## src/hw/sfpi_pkg.sv

```systemverilog
// constants and types shared by the serial flash pin interface
package sfpi_pkg;

    // ------------------------------------------------------------------
    // line modes
    // ------------------------------------------------------------------
    typedef enum logic [1:0] {
        SFPI_LANES_SINGLE,
        SFPI_LANES_DUAL,
        SFPI_LANES_QUAD
    } sfpi_lanes_t;

    // ------------------------------------------------------------------
    // counts and reset values
    // ------------------------------------------------------------------
    localparam int          SFPI_SYNC_STAGES   = 2;
    localparam logic [3:0]  SFPI_BYTE_BITS     = 4'h8;
    localparam logic [3:0]  SFPI_STEP_SINGLE   = 4'h1;
    localparam logic [3:0]  SFPI_STEP_DUAL     = 4'h2;
    localparam logic [3:0]  SFPI_STEP_QUAD     = 4'h4;
    localparam logic        SFPI_WPE_RESET     = 1'b0;
    localparam logic [3:0]  SFPI_GUARD_ALL     = 4'hF;
    localparam logic [7:0]  SFPI_BYTE_RESET    = 8'h00;
    localparam logic [3:0]  SFPI_CNT_RESET     = 4'h0;

endpackage

```

## src/hw/sfpi_sync.sv

```systemverilog
// two-stage synchroniser for the pin inputs
`timescale 1ns/1ns
module sfpi_sync #(
    parameter int WIDTH = 6
) (
    input  wire logic             core_clk,
    input  wire logic             resetn,
    input  wire logic [WIDTH-1:0] async_in,
    output logic      [WIDTH-1:0] sync_out
);

    logic [WIDTH-1:0] stage1_q;
    logic [WIDTH-1:0] stage2_q;

    always_ff @(posedge core_clk or negedge resetn) begin
        if (!resetn) begin
            stage1_q <= '0;
            stage2_q <= '0;
        end else begin
            stage1_q <= async_in;
            stage2_q <= stage1_q;
        end
    end

    assign sync_out = stage2_q;

endmodule

```

## src/hw/sfpi_core.sv

```systemverilog
// serial flash pin interface: select, sampling and driving edges, line muxing, pause and protect
`timescale 1ns/1ns
module sfpi_core (
    input  wire logic        core_clk,
    input  wire logic        resetn,
    // pins
    input  wire logic        cs_n,
    input  wire logic        sclk,
    input  wire logic        data_line_0_pin,
    output logic             data_line_0_drv,
    output logic             data_line_0_oe,
    input  wire logic        data_line_1_pin,
    output logic             data_line_1_drv,
    output logic             data_line_1_oe,
    input  wire logic        data_line_2_pin,
    output logic             data_line_2_drv,
    output logic             data_line_2_oe,
    input  wire logic        data_line_3_pin,
    output logic             data_line_3_drv,
    output logic             data_line_3_oe,
    // configuration from the command decoder
    input  wire logic        wp_enable,
    input  wire logic [3:0]  block_guard_bits,
    input  wire logic [1:0]  reg_guard_bits,
    input  wire logic [1:0]  rx_lanes,
    input  wire logic [1:0]  tx_lanes,
    input  wire logic        tx_en,
    input  wire logic [7:0]  tx_data,
    // results
    output logic [7:0]       instr_code,
    output logic             instr_valid,
    output logic [7:0]       rx_data,
    output logic             rx_valid,
    output logic             tx_take,
    output logic             frame_active,
    output logic             paused,
    output logic             quad_reject,
    output logic             reg_write_block,
    output logic             array_write_block,
    output logic [3:0]       guard_region
);

    // ------------------------------------------------------------------
    // pin synchronisation and edge detection
    // ------------------------------------------------------------------
    logic [5:0] pin_s;
    logic       cs_n_s;
    logic       sclk_s;
    logic [3:0] din_s;

    sfpi_sync #(
        .WIDTH (6)
    ) u_sync (
        .core_clk (core_clk),
        .resetn   (resetn),
        .async_in ({cs_n, sclk, data_line_3_pin, data_line_2_pin, data_line_1_pin, data_line_0_pin}),
        .sync_out (pin_s)
    );

    assign cs_n_s = pin_s[5];
    assign sclk_s = pin_s[4];
    assign din_s  = pin_s[3:0];

    logic sclk_p_q;
    logic cs_n_p_q;
    logic rise_ev;
    logic fall_ev;
    logic cs_fall_ev;

    // edges found from the sampled clock, so either idle level works
    assign rise_ev    = sclk_s & ~sclk_p_q;
    assign fall_ev    = ~sclk_s & sclk_p_q;
    assign cs_fall_ev = ~cs_n_s & cs_n_p_q;

    // ------------------------------------------------------------------
    // state
    // ------------------------------------------------------------------
    logic        armed_q,   armed_d;
    logic        wpe_q,     wpe_d;
    logic        paused_q,  paused_d;
    logic        qlock_q,   qlock_d;
    logic        idone_q,   idone_d;
    logic [3:0]  rcnt_q,    rcnt_d;
    logic [7:0]  rsh_q,     rsh_d;
    logic [3:0]  tcnt_q,    tcnt_d;
    logic [7:0]  tsh_q,     tsh_d;
    logic [7:0]  instr_q,   instr_d;
    logic        ival_q,    ival_d;
    logic [7:0]  rxd_q,     rxd_d;
    logic        rval_q,    rval_d;
    logic        take_q,    take_d;
    logic        qrej_q,    qrej_d;
    logic [3:0]  dout_q,    dout_d;
    logic [3:0]  oe_q,      oe_d;
    logic        rwb_q,     rwb_d;
    logic        awb_q,     awb_d;
    logic [3:0]  guard_q,   guard_d;

    logic        active;
    logic        hold_req;
    logic        wp_low;
    sfpi_pkg::sfpi_lanes_t rl;
    sfpi_pkg::sfpi_lanes_t tl;
    logic [3:0]  rstep;
    logic [3:0]  tstep;
    logic [7:0]  nsh;
    logic [3:0]  nsum;
    logic [7:0]  tbyte;

    assign active = armed_q & ~cs_n_s;
    assign rl     = idone_q ? sfpi_pkg::sfpi_lanes_t'(rx_lanes) : sfpi_pkg::SFPI_LANES_SINGLE;
    assign tl     = sfpi_pkg::sfpi_lanes_t'(tx_lanes);

    // ------------------------------------------------------------------
    // next-state logic
    // ------------------------------------------------------------------
    always_comb begin
        armed_d  = armed_q;
        wpe_d    = wp_enable;
        paused_d = paused_q;
        qlock_d  = qlock_q;
        idone_d  = idone_q;
        rcnt_d   = rcnt_q;
        rsh_d    = rsh_q;
        tcnt_d   = tcnt_q;
        tsh_d    = tsh_q;
        instr_d  = instr_q;
        ival_d   = 1'b0;
        rxd_d    = rxd_q;
        rval_d   = 1'b0;
        take_d   = 1'b0;
        qrej_d   = 1'b0;
        dout_d   = dout_q;
        oe_d     = 4'h0;
        nsh      = rsh_q;
        nsum     = rcnt_q;
        tbyte    = tsh_q;
        rstep    = sfpi_pkg::SFPI_STEP_SINGLE;
        tstep    = sfpi_pkg::SFPI_STEP_SINGLE;
        hold_req = 1'b0;
        wp_low   = 1'b0;

        unique case (rl)
            sfpi_pkg::SFPI_LANES_DUAL: rstep = sfpi_pkg::SFPI_STEP_DUAL;
            sfpi_pkg::SFPI_LANES_QUAD: rstep = sfpi_pkg::SFPI_STEP_QUAD;
            default:                   rstep = sfpi_pkg::SFPI_STEP_SINGLE;
        endcase
        unique case (tl)
            sfpi_pkg::SFPI_LANES_DUAL: tstep = sfpi_pkg::SFPI_STEP_DUAL;
            sfpi_pkg::SFPI_LANES_QUAD: tstep = sfpi_pkg::SFPI_STEP_QUAD;
            default:                   tstep = sfpi_pkg::SFPI_STEP_SINGLE;
        endcase

        // first select fall after reset arms the interface
        if (cs_fall_ev) begin
            armed_d = 1'b1;
        end

        // quad use locks the pause pin as a data line for the frame
        if (active && !wpe_q && ((idone_q && rl == sfpi_pkg::SFPI_LANES_QUAD)
                || (tx_en && tl == sfpi_pkg::SFPI_LANES_QUAD))) begin
            qlock_d = 1'b1;
        end

        // pause request only outside quad transfers
        hold_req = active && !qlock_q && !din_s[3];
        if (!sclk_s || qlock_q) begin
            paused_d = hold_req;
        end

        // rising edge: capture
        if (active && !paused_q && rise_ev) begin
            if (rl == sfpi_pkg::SFPI_LANES_QUAD && wpe_q) begin
                qrej_d = 1'b1;
            end else begin
                unique case (rl)
                    sfpi_pkg::SFPI_LANES_DUAL: nsh = {rsh_q[5:0], din_s[1:0]};
                    sfpi_pkg::SFPI_LANES_QUAD: nsh = {rsh_q[3:0], din_s};
                    default:                   nsh = {rsh_q[6:0], din_s[0]};
                endcase
                nsum  = 4'(rcnt_q + rstep);
                rsh_d = nsh;
                if (nsum >= sfpi_pkg::SFPI_BYTE_BITS) begin
                    rcnt_d = sfpi_pkg::SFPI_CNT_RESET;
                    if (!idone_q) begin
                        instr_d = nsh;
                        ival_d  = 1'b1;
                        idone_d = 1'b1;
                    end else begin
                        rxd_d  = nsh;
                        rval_d = 1'b1;
                    end
                end else begin
                    rcnt_d = nsum;
                end
            end
        end

        // falling edge: drive
        if (active && !paused_q && tx_en && fall_ev) begin
            if (tl == sfpi_pkg::SFPI_LANES_QUAD && wpe_q) begin
                qrej_d = 1'b1;
            end else begin
                if (tcnt_q == sfpi_pkg::SFPI_CNT_RESET) begin
                    tbyte  = tx_data;
                    take_d = 1'b1;
                    tcnt_d = 4'(sfpi_pkg::SFPI_BYTE_BITS - tstep);
                end else begin
                    tcnt_d = 4'(tcnt_q - tstep);
                end
                unique case (tl)
                    sfpi_pkg::SFPI_LANES_DUAL: begin
                        dout_d = {dout_q[3:2], tbyte[7:6]};
                        tsh_d  = {tbyte[5:0], 2'b00};
                    end
                    sfpi_pkg::SFPI_LANES_QUAD: begin
                        dout_d = tbyte[7:4];
                        tsh_d  = {tbyte[3:0], 4'h0};
                    end
                    default: begin
                        dout_d = {dout_q[3:2], tbyte[7], dout_q[0]};
                        tsh_d  = {tbyte[6:0], 1'b0};
                    end
                endcase
            end
        end

        // output enables follow lane mode; paused or deselected floats all
        if (active && !paused_q && tx_en) begin
            unique case (tl)
                sfpi_pkg::SFPI_LANES_DUAL: oe_d = 4'h3;
                sfpi_pkg::SFPI_LANES_QUAD: oe_d = wpe_q ? 4'h0 : 4'hF;
                default:                   oe_d = 4'h2;
            endcase
        end

        // protect pin is data while quad-locked
        wp_low = !din_s[2] && !qlock_q;
        rwb_d  = wp_low && (wpe_q || reg_guard_bits != 2'b00);
        awb_d  = wp_low && wpe_q;
        guard_d = awb_d ? sfpi_pkg::SFPI_GUARD_ALL : block_guard_bits;

        // deselect ends the frame
        if (cs_n_s) begin
            oe_d     = 4'h0;
            paused_d = 1'b0;
            qlock_d  = 1'b0;
            idone_d  = 1'b0;
            rcnt_d   = sfpi_pkg::SFPI_CNT_RESET;
            tcnt_d   = sfpi_pkg::SFPI_CNT_RESET;
        end
    end

    // ------------------------------------------------------------------
    // registers
    // ------------------------------------------------------------------
    always_ff @(posedge core_clk or negedge resetn) begin
        if (!resetn) begin
            sclk_p_q <= 1'b0;
            cs_n_p_q <= 1'b0;
            armed_q  <= 1'b0;
            wpe_q    <= sfpi_pkg::SFPI_WPE_RESET;
            paused_q <= 1'b0;
            qlock_q  <= 1'b0;
            idone_q  <= 1'b0;
            rcnt_q   <= sfpi_pkg::SFPI_CNT_RESET;
            rsh_q    <= sfpi_pkg::SFPI_BYTE_RESET;
            tcnt_q   <= sfpi_pkg::SFPI_CNT_RESET;
            tsh_q    <= sfpi_pkg::SFPI_BYTE_RESET;
            instr_q  <= sfpi_pkg::SFPI_BYTE_RESET;
            ival_q   <= 1'b0;
            rxd_q    <= sfpi_pkg::SFPI_BYTE_RESET;
            rval_q   <= 1'b0;
            take_q   <= 1'b0;
            qrej_q   <= 1'b0;
            dout_q   <= 4'h0;
            oe_q     <= 4'h0;
            rwb_q    <= 1'b0;
            awb_q    <= 1'b0;
            guard_q  <= 4'h0;
        end else begin
            sclk_p_q <= sclk_s;
            cs_n_p_q <= cs_n_s;
            armed_q  <= armed_d;
            wpe_q    <= wpe_d;
            paused_q <= paused_d;
            qlock_q  <= qlock_d;
            idone_q  <= idone_d;
            rcnt_q   <= rcnt_d;
            rsh_q    <= rsh_d;
            tcnt_q   <= tcnt_d;
            tsh_q    <= tsh_d;
            instr_q  <= instr_d;
            ival_q   <= ival_d;
            rxd_q    <= rxd_d;
            rval_q   <= rval_d;
            take_q   <= take_d;
            qrej_q   <= qrej_d;
            dout_q   <= dout_d;
            oe_q     <= oe_d;
            rwb_q    <= rwb_d;
            awb_q    <= awb_d;
            guard_q  <= guard_d;
        end
    end

    assign data_line_0_drv   = dout_q[0];
    assign data_line_1_drv   = dout_q[1];
    assign data_line_2_drv   = dout_q[2];
    assign data_line_3_drv   = dout_q[3];
    assign data_line_0_oe    = oe_q[0];
    assign data_line_1_oe    = oe_q[1];
    assign data_line_2_oe    = oe_q[2];
    assign data_line_3_oe    = oe_q[3];
    assign instr_code        = instr_q;
    assign instr_valid       = ival_q;
    assign rx_data           = rxd_q;
    assign rx_valid          = rval_q;
    assign tx_take           = take_q;
    assign frame_active      = idone_q;
    assign paused            = paused_q;
    assign quad_reject       = qrej_q;
    assign reg_write_block   = rwb_q;
    assign array_write_block = awb_q;
    assign guard_region      = guard_q;
endmodule

```

## config.mk

```make
export PLATFORM = sky130hd
export DESIGN_NAME = sfpi_core
export DESIGN_NICKNAME = d
export VERILOG_FILES = /design/src/hw/sfpi_pkg.sv /design/src/hw/sfpi_sync.sv /design/src/hw/sfpi_core.sv
export SDC_FILE = /design/constraint.sdc
export NUM_CORES = 1
export LEC_CHECK = 0
export ABC_AREA = 0
export BUFFER_PORTS_ARGS = -buffer_cell sky130_fd_sc_hd__buf_2
export CAP_MARGIN = 20
export CORE_MARGIN = 5
export CORE_UTILIZATION = 45
export DETAILED_ROUTE_END_ITERATION = 10
export HOLD_SLACK_MARGIN = 0.08
export MAX_ROUTING_LAYER = met4
export PLACE_DENSITY_LB_ADDON = 0.2
export SKIP_CTS_REPAIR_TIMING = 1
export SKIP_LAST_GASP = 1
export SYNTH_ARGS = -nofsm -noshare
export SYNTH_HDL_FRONTEND = slang
export SYNTH_SLANG_ARGS = --single-unit
```

## constraint.sdc

```tcl
create_clock -name core_clk -period 2.8 [get_ports core_clk]
set_input_delay 0.56 -clock core_clk [delete_from_list [all_inputs] [get_ports core_clk]]
set_output_delay 0.56 -clock core_clk [all_outputs]
set_load 0.02 [all_outputs]
```

# Word-level counts from Yosys, hierarchy flattened
# Cells that the tools add are included.
[totals]
ff_bits = 76
input_bits = 28
[op_classes]
add_sub_neg = 3
magnitude_cmp = 1
n_eq_ne = 6
muxes = 43
bitwise = 11
reduce_logical = 41
[ops]
columns = ["cell", "n"]
rows = [
  ["$mux 4", 12],
  ["$pmux 8 s2", 2],
  ["$mux 1", 23],
  ["$pmux 4 s2", 2],
  ["$logic_and 1x1->1", 15],
  ["$reduce_bool 2->1", 7],
  ["$pmux 3 s2", 2],
  ["$reduce_and 4->1", 3],
  ["$mux 8", 1],
  ["$reduce_and 2->1", 4],
  ["$not 1->1", 7],
  ["$logic_not 1->1", 6],
  ["$reduce_and 3->1", 2],
  ["$add 4x4->4", 1],
  ["$and 1x1->1", 4],
  ["$eq 2x1->1 const B", 2],
  ["$eq 2x2->1 const B", 2],
  ["$ge 4x4->1 const B", 1],
  ["$logic_not 4->1", 1],
  ["$ne 2x1->1 const B", 2],
  ["$sub 4x4->4", 1],
  ["$sub 4x4->4 const A", 1],
  ["$logic_or 1x1->1", 3],
  ["$mux 2", 1],
]

# Longest topological paths before layout
# Gate-level depths: netlist of run 1.
[depth]
depth_word = 9
mapped_depth = 9
mapped_depth_nobuf = 8

# Modules after synthesis
# Synthesis of run 1 repeated with hierarchy kept, for this count alone.
[hier_totals]
cells_unflattened = 271
hier_area_um2 = 3286.9
[modules_own_cells]
columns = ["mod", "n_inst", "cells_each", "area_each_um2", "seq_area_each_um2"]
rows = [
  ["sfpi_core", 1, 259, 2986.6, 1551.5],
  ["sfpi_sync", 1, 12, 300.3, 300.3],
]

# Worst setup path before layout of run 1
# Ideal clock, no wire load.
[synth_timing]
path_kind = "reg-to-reg"
from = "register idone_q, in the netlist frame_active"
to = "register rxd_q[0], in the netlist rx_data[0]"
setup_ns = 0.125
t_arrival_ns = 2.598
required_ns = 2.675
path_slack_ns = 0.077
stages_incl_launch_ff = 10
n_path_buf = 1
period_less_slack_ns = 2.723
path_cell_list = "dfrtp_1 -> and2_1 -> inv_1 -> ha_1 -> ha_1 -> nand3_1 -> and3b_1 -> clkbuf_1 -> nor4b_4 -> mux2_2"
[synth_via]
elab_chain_cells = 6
[synth_rtl]
columns = ["item", "line_no", "source"]
rows = [
  ["start, declared", "sfpi_core.sv:82", "logic idone_q, idone_d;"],
  ["start signal, assigned", "sfpi_core.sv:288", "idone_q <= idone_d;"],
  ["$mux 2", "sfpi_core.sv:111", "assign rl = idone_q ? sfpi_pkg::sfpi_lanes_t'(rx_lanes) : sfpi_pkg::SFPI_LANES_SINGLE;"],
  ["$eq 2x2->1 or $eq 2x1->1 (tied branches)", "sfpi_core.sv:143, sfpi_core.sv:173", ""],
  ["$pmux 3 s2", "sfpi_core.sv:143", "unique case (rl)"],
  ["$add 4x4->4", "sfpi_core.sv:181", "nsum = 4'(rcnt_q + rstep);"],
  ["$ge 4x4->1", "sfpi_core.sv:183", "if (nsum >= sfpi_pkg::SFPI_BYTE_BITS) begin"],
  ["$reduce_and 4->1 (no source line) *", "-", ""],
  ["end signal, assigned", "sfpi_core.sv:272", "rxd_q <= sfpi_pkg::SFPI_BYTE_RESET;"],
  ["end signal, assigned", "sfpi_core.sv:295", "rxd_q <= rxd_d;"],
  ["end, declared", "sfpi_core.sv:89", "logic [7:0] rxd_q, rxd_d;"],
]
# Every way passes the cells marked *; elsewhere a longest branch is shown, timed or not.
# A chain may end at the register's enable or synchronous reset.

# Worst setup path after layout of run 1
[layout_timing]
from = "register idone_q, in the netlist frame_active"
to = "register instr_q[1], in the netlist instr_code[1]"
[layout_via]
elab_chain_cells = 6
[layout_rtl]
columns = ["item", "line_no", "source"]
rows = [
  ["$mux 2", "sfpi_core.sv:111", ""],
  ["$eq 2x2->1 or $eq 2x1->1 (tied branches)", "sfpi_core.sv:143, sfpi_core.sv:173, sfpi_core.sv:176", ""],
  ["$pmux 3 s2", "sfpi_core.sv:143", ""],
  ["$add 4x4->4", "sfpi_core.sv:181", ""],
  ["$ge 4x4->1", "sfpi_core.sv:183", ""],
  ["$reduce_and 4->1 (no source line)", "-", ""],
  ["end signal, assigned", "sfpi_core.sv:270", "instr_q <= sfpi_pkg::SFPI_BYTE_RESET;"],
  ["end signal, assigned", "sfpi_core.sv:293", "instr_q <= instr_d;"],
  ["end, declared", "sfpi_core.sv:87", "logic [7:0] instr_q, instr_d;"],
]
# Several ways; a longest one is shown, not always the timed one.

==> impl_metrics.py, run 1 <==
metrics = {
    "status": {
        "status": "finished, final reports clean",
    },
    "detailed_routing": {
        "drt_wl_total_um": 6340,
        "ant_nets": 0,
        "drt-pass1-iter-count": 5,
        "vias": 2287,
        "drc": 0,
        "viasPerCell": 5.13,
        "drtIter0Drc": 114,
        "wl_per_cell_um": 14.2,
    },
    "logic_synthesis": {
        "synthFlopType": "dfrtp_1",
        "synth_area_leaders": "dfrtp_1, mux2_2, ha_1, o21ai_0, nand2_1",
        "avgSynthCellArea_um2": 12.0,
        "ys_async_sr_fraction_pct": 100,
        "synth_xor_xnor_area_share_pct": 0.535,
        "synth.most_common_cell": "dfrtp_1",
        "synth_fp_nets": 315,
        "synth.mux.area_fraction_pct": 11.3,
        "synth_compound_area_share_pct": 11.0,
        "netlist.area_leader.share_pct": 56.5,
        "yosysWarningCount": 0,
        "synthSimpleGateAreaFrac_pct": 11.5,
        "synth_edf_count": 0,
        "syn_inst": 274,
        "synthesis.area_mm2": 0.00328,
        "yosysUniqueCellTypes": 43,
        "synth-seq-cells": 74,
        "synth_top_family_by_area": "simple AND/OR/NAND/NOR gates",
        "synth-seq-area-share_pct": 56.5,
        "yosys.area.top_type": "dfrtp_1",
        "synth_common_cells": "dfrtp_1, mux2_2, o21ai_0",
        "synthAdderAreaFrac_pct": 5.42,
    },
    "sta": {
        "timing.final.crit_share_pct": 90.1,
        "period_needed_ns": 2.52,
        "slew_headroom_pct": 40.6,
        "rsz0062_at_grt": "no",
        "setup_viol": 0,
        "final-hold-violation-count": 0,
        "skew_ns": 0.00899,
        "worst_pin_slew_ns": 0.891,
        "fmax_mhz": 396,
        "holdWs_ns": 0.319,
        "maxSlewViolCount": 0,
    },
    "worst_setup_path": {
        "cp-end-kind": "flop",
        "crit_type": "flop to flop",
        "critPathMaxFanout": 9,
        "worstPathArrival_ns": 2.75,
        "worstPathRequired_ns": 3.02,
        "startpoint": "frame_active",
        "r2r_start": "frame_active",
        "critPathLaunchType": "flop",
    },
    "clock_tree": {
        "cts_root_buf": "clkbuf_8",
        "clock_path_buffers": 2,
        "numCtsBuffers": 9,
        "tritoncts": "done",
        "cts_num_sinks": 74,
        "clock_latency_ns": 0.34,
        "clk_pin_slew_ns": 0.08,
        "htree_levels": 3,
    },
    "place": {
        "portBuffers": 63,
        "gp_congestion": 0.818,
        "dp_hpwl_um": 4640,
        "place_inst": 431,
    },
    "global_route": {
        "grt_pass1_wl_um": 11000,
        "gr-total-overflow": 0,
        "grt_pass1_vias": 2299,
        "track_usage_pct": 16.4,
        "grt_max_degree": 75,
        "antenna_found_initial": 0,
    },
    "power_and_ir_drop": {
        "irDropWorstVdd_v": 0.000329,
        "leakagePower_nw": 1.95,
        "power.density_mw_per_mm2": 647,
    },
    "worst_hold_path": {
        "hold_path.class": "input port to flop",
        "hp-start": "data_line_3_pin",
    },
    "finish": {
        "multiInputGateArea_mm2": 0.00130,
        "syn_to_final_growth_pct": 21.1,
        "layout.nets": 384,
        "fill_cells": 626,
        "drive_above_1_share_pct": 37.2,
        "fin_cells": 446,
        "regArea_mm2": 0.00185,
        "n_antenna_cell": 0,
    },
    "floorplanning": {
        "rows": 31,
        "die_y_um": 95.3,
        "io_pins": 64,
        "core_mm2": 0.00718,
        "die_x_um": 95.3,
        "dieArea_mm2": 0.00909,
        "initial_utilization_pct": 45.6,
    },
    "run": {
        "drv_cap": 0,
    },
}
## stage by stage
step | area (um2) | setup TNS (ns) | total power [W] | worst slack, ns | util [%]
3_3_place_gp | 3730 | 0 | 0.00159 | 0.124 | 52.0
6_report | 3970 | 0 | 0.00257 | 0.276 | 55.3
4_1_cts | 3970 | 0 | 0.00260 | 0.241 | 55.3
5_1_grt | 3970 | 0 | 0.00270 | 0.0691 | 55.3
2_1_floorplan | 3280 | 0 | 0.00147 | 0.0774 | -
3_5_place_dp | 3730 | -0.0245 | 0.00160 | -0.0150 | 52.0
## state kept, by name (all words and copies together), names as in the netlist, 3 cells and up
signal / cells
dout_q: 4
guard_region: 4
instr_code: 8
oe_q: 3
rcnt_q: 4
rsh_q: 7
rx_data: 8
tcnt_q: 4
tsh_q: 7
u_sync.stage1_q: 6
u_sync.sync_out: 6
## final timing paths
kind                                      end  slack [ns]  depth (start not counted)
min                        u_sync.stage1_q[3]        0.32                          1
min in group asynchronous     guard_region[3]        0.33                          1
max reg2reg                     instr_code[1]        0.28                          9
max                             instr_code[1]        0.28                          9
max in group asynchronous          rx_data[1]        1.89                          1
min reg2reg                u_sync.sync_out[2]        0.35                          0
## cell families (layout without fill, tap and decap cells)
group | count (synthesis) | after routing
AND/OR/NAND/NOR | 67 | 67
XOR/XNOR | 2 | 2
multiplexers | 33 | 33
AO/OA/AOI/OAI | 54 | 54
buffers and inverters | 31 | 104
flip-flops | 74 | 74
adder cells (fa/ha/maj) | 13 | 13
## power by group
part | internal [W] | switching, W
logic | 0.000153 | 0.000194
clock network | 0.000591 | 0.000396
registers | 0.00116 | 0.0000676
total | 0.00191 | 0.000657
## worst max-delay path: stages, from the launching register on
cell	delay [ns]
dfrtp_1	0.37
and2_1	0.18
inv_1	0.06
ha_1	0.21
ha_1	0.32
a21oi_1	0.21
a21boi_1	0.18
nor4_4	0.29
buf_4	0.22
mux2_2	0.35
## layer usage
layer	up-vias	global-route usage (%)	share of wire [%]
met3	9	3.71	5.1
met5	-	-	0
met4	0	7.69	1.8
li1	1106	-	-
met2	53	24.0	47
met1	1119	21.7	46
## area by class of cell
type	instances	share of cell area, %
Timing Repair Buffer	73	9.90
Sequential cell	74	46.7
Clock buffer	9	3.12
Inverter	16	1.51
Multi-Input combinational cell	169	32.8
Tap cell	99	3.12
Clock inverter	6	2.90
## cell usage in the layout (no fill, tap or decap), types with 2 or more instances in the layout
master and instances:
buf_4 11, nor3_1 7, nand3_1 9, a32oi_1 2
bufinv_16 3, a221oi_1 3, clkbuf_8 9, ha_1 11
xor2_1 2, o31ai_1 6, nor2_1 15, a21oi_1 4
mux2i_1 2, or2_2 4, inv_1 16, nand2_1 18
dfrtp_1 74, nor2b_1 2, a22o_1 2, mux2_2 31
fa_1 2, buf_2 62, a22oi_1 8, o21ai_0 20
Power figures use the tool's default switching activity.
==> run 2, diff against run 1 <==
==> constraint.sdc (replaced) <==
create_clock -name core_clk -period 2.3 [get_ports core_clk]
set_input_delay 0.46 -clock core_clk [delete_from_list [all_inputs] [get_ports core_clk]]
set_output_delay 0.46 -clock core_clk [all_outputs]
set_load 0.02 [all_outputs]
==> run 2 against run 1 <==
  * Sequential power grew 22%
  * Total power grew 15%
  * Critical path depth is 1 lower
  * Via count is 2.2% higher
  * First-iteration DRC count shrank 36%
  * Global-route usage rose by 0.11 points
==> impl_metrics.py, run 2 (same netlist as run 1, synthesis figures left out) <==
metrics = {
    "clock_tree": {
        "tritoncts": "done",
        "cts_root_buf": "clkbuf_8",
        "htree_levels": 3,
        "clk_pin_slew_ns": 0.08,
        "clock_path_buffers": 2,
        "clock_latency_ns": 0.34,
        "cts_num_sinks": 74,
        "numCtsBuffers": 9,
    },
    "sta": {
        "skew_ns": 0.00859,
        "worst_pin_slew_ns": 0.631,
        "fmax_mhz": 435,
        "fin_setup_tns_ns": 0,
        "period_needed_ns": 2.30,
        "rsz0062_at_grt": "yes",
        "timing.final.crit_share_pct": 99.9,
        "final-hold-violation-count": 0,
        "slew_headroom_pct": 57.6,
        "setup_viol": 0,
        "maxSlewViolCount": 0,
    },
    "global_route": {
        "gr-total-overflow": 0,
        "grt_max_degree": 75,
        "grt_pass1_vias": 2343,
        "grt_pass1_wl_um": 11200,
        "track_usage_pct": 16.5,
        "antenna_found_initial": 0,
    },
    "detailed_routing": {
        "drt-pass1-iter-count": 4,
        "wl_per_cell_um": 15.1,
        "drc": 0,
        "viasPerCell": 5.16,
        "ant_nets": 0,
        "drt_wl_total_um": 6860,
        "vias": 2338,
        "drtIter0Drc": 73,
    },
    "place": {
        "place_area_mm2": 0.00388,
        "dp_hpwl_um": 4950,
        "portBuffers": 63,
        "gp_congestion": 0.818,
    },
    "worst_setup_path": {
        "critPathMaxFanout": 9,
        "worstPathArrival_ns": 2.53,
        "cpMaxStageDelayCell": "dfrtp_2",
        "cpMostUsedCell": "ha_1",
        "r2r_cells": 8,
        "path_delay_family": "simple AND/OR/NAND/NOR gates",
        "cp.depth": 8,
        "critPathBufInv": 1,
        "crit_chain": "and2_4 -> ha_1 -> ha_1 -> nand3_2 -> and3b_2 -> nor4b_4 -> buf_12 -> mux2_2",
        "cpPeakStageDelay_ns": 0.41,
        "cp-end-kind": "flop",
        "critPathLaunchType": "flop",
        "crit_type": "flop to flop",
        "worstPathRequired_ns": 2.53,
    },
    "power_and_ir_drop": {
        "leakagePower_nw": 1.98,
        "power_frac_seq_pct": 51.0,
        "clkPwrFrac_pct": 33.8,
        "irDropWorstVdd_v": 0.000612,
        "p_sw_w": 0.000825,
        "p_sw_share_pct": 28.0,
        "power.density_mw_per_mm2": 722,
        "pwr-share-comb_pct": 15.2,
        "p_int_w": 0.00212,
    },
    "finish": {
        "multiInputGateArea_mm2": 0.00136,
        "fill_cells": 627,
        "fin_util_pct": 56.8,
        "final_area_mm2": 0.00408,
        "layout_common_cells": "dfrtp_1, buf_2, mux2_2",
        "syn_to_final_growth_pct": 24.5,
        "layout.nets": 390,
        "drive_above_1_share_pct": 41.0,
        "final_common_cell": "dfrtp_1",
        "regArea_mm2": 0.00185,
        "n_antenna_cell": 0,
    },
    "floorplanning": {
        "dieArea_mm2": 0.00909,
        "io_pins": 64,
        "core_mm2": 0.00718,
        "die_x_um": 95.3,
        "die_y_um": 95.3,
        "initial_utilization_pct": 45.6,
        "rows": 31,
    },
    "status": {
        "status": "finished, final reports clean",
    },
    "worst_hold_path": {
        "hold_path.class": "input port to asynchronous set/reset pin",
    },
    "run": {
        "drv_cap": 0,
    },
}
==> run 2: cell types whose count changed in the layout (fill, tap and decap cells not counted), sizes merged <==
cell | previous run | this run
buf | 73 | 79
bufinv | 3 | 1
clkinv | 1 | 3
clkbuf | 9 | 10
==> run 2: final timing paths <==
kind / from / endpoint / slack [ns]
max: frame_active / rx_data[5] / 0.003
min: resetn / dout_q[0] / 0.12
max reg2reg: frame_active / rx_data[5] / 0.003
min reg2reg: u_sync.stage1_q[3] / u_sync.sync_out[3] / 0.35
max in group asynchronous: resetn / u_sync.sync_out[1] / 1.87
min in group core_clk: data_line_2_pin / u_sync.stage1_q[2] / 0.21
==> run 2: area by class of cell <==
type,instances,area share [%]
clock buffer,10,3.13
clock inverter,6,1.60
inverter,16,1.47
multi-input combinational,169,33.4
sequential,74,45.4
tap,99,3.04
timing repair buffer,79,12.0
==> run 2: metrics by stage <==
stage / hold slack [ns] / std cells / total power (W) / worst slack, ns
2_1_floorplan: 0.164 / 274 / 0.00180 / -0.190
3_3_place_gp: 0.331 / 437 / 0.00196 / -0.134
3_5_place_dp: 0.335 / 437 / 0.00198 / -0.191
4_1_cts: 0.125 / 453 / 0.00297 / -0.0225
5_1_grt: 0.147 / 453 / 0.00309 / -0.107
6_report: 0.119 / 453 / 0.00294 / 0.00272
==> run 2: power by group through the flow <==
stage | Clock (W) | Combinational (W) | Sequential, W
after detailed placement | 0 | 0.000453 | 0.00153
after global placement | 0 | 0.000440 | 0.00152
after floorplan | 0 | 0.000266 | 0.00153
after CTS | 0.00102 | 0.000455 | 0.00150
final | 0.000993 | 0.000448 | 0.00150
after global routing | 0.00107 | 0.000501 | 0.00152
==> run 2: per-layer routing <==
metal | global-route usage (%) | vias to the layer above | part of all wire (%)
li1 | - | 1117 | -
met1 | 22.5 | 1147 | 48
met2 | 24.4 | 67 | 46
met3 | 3.08 | 7 | 4.5
met4 | 6.85 | 0 | 1.0
met5 | - | - | 0
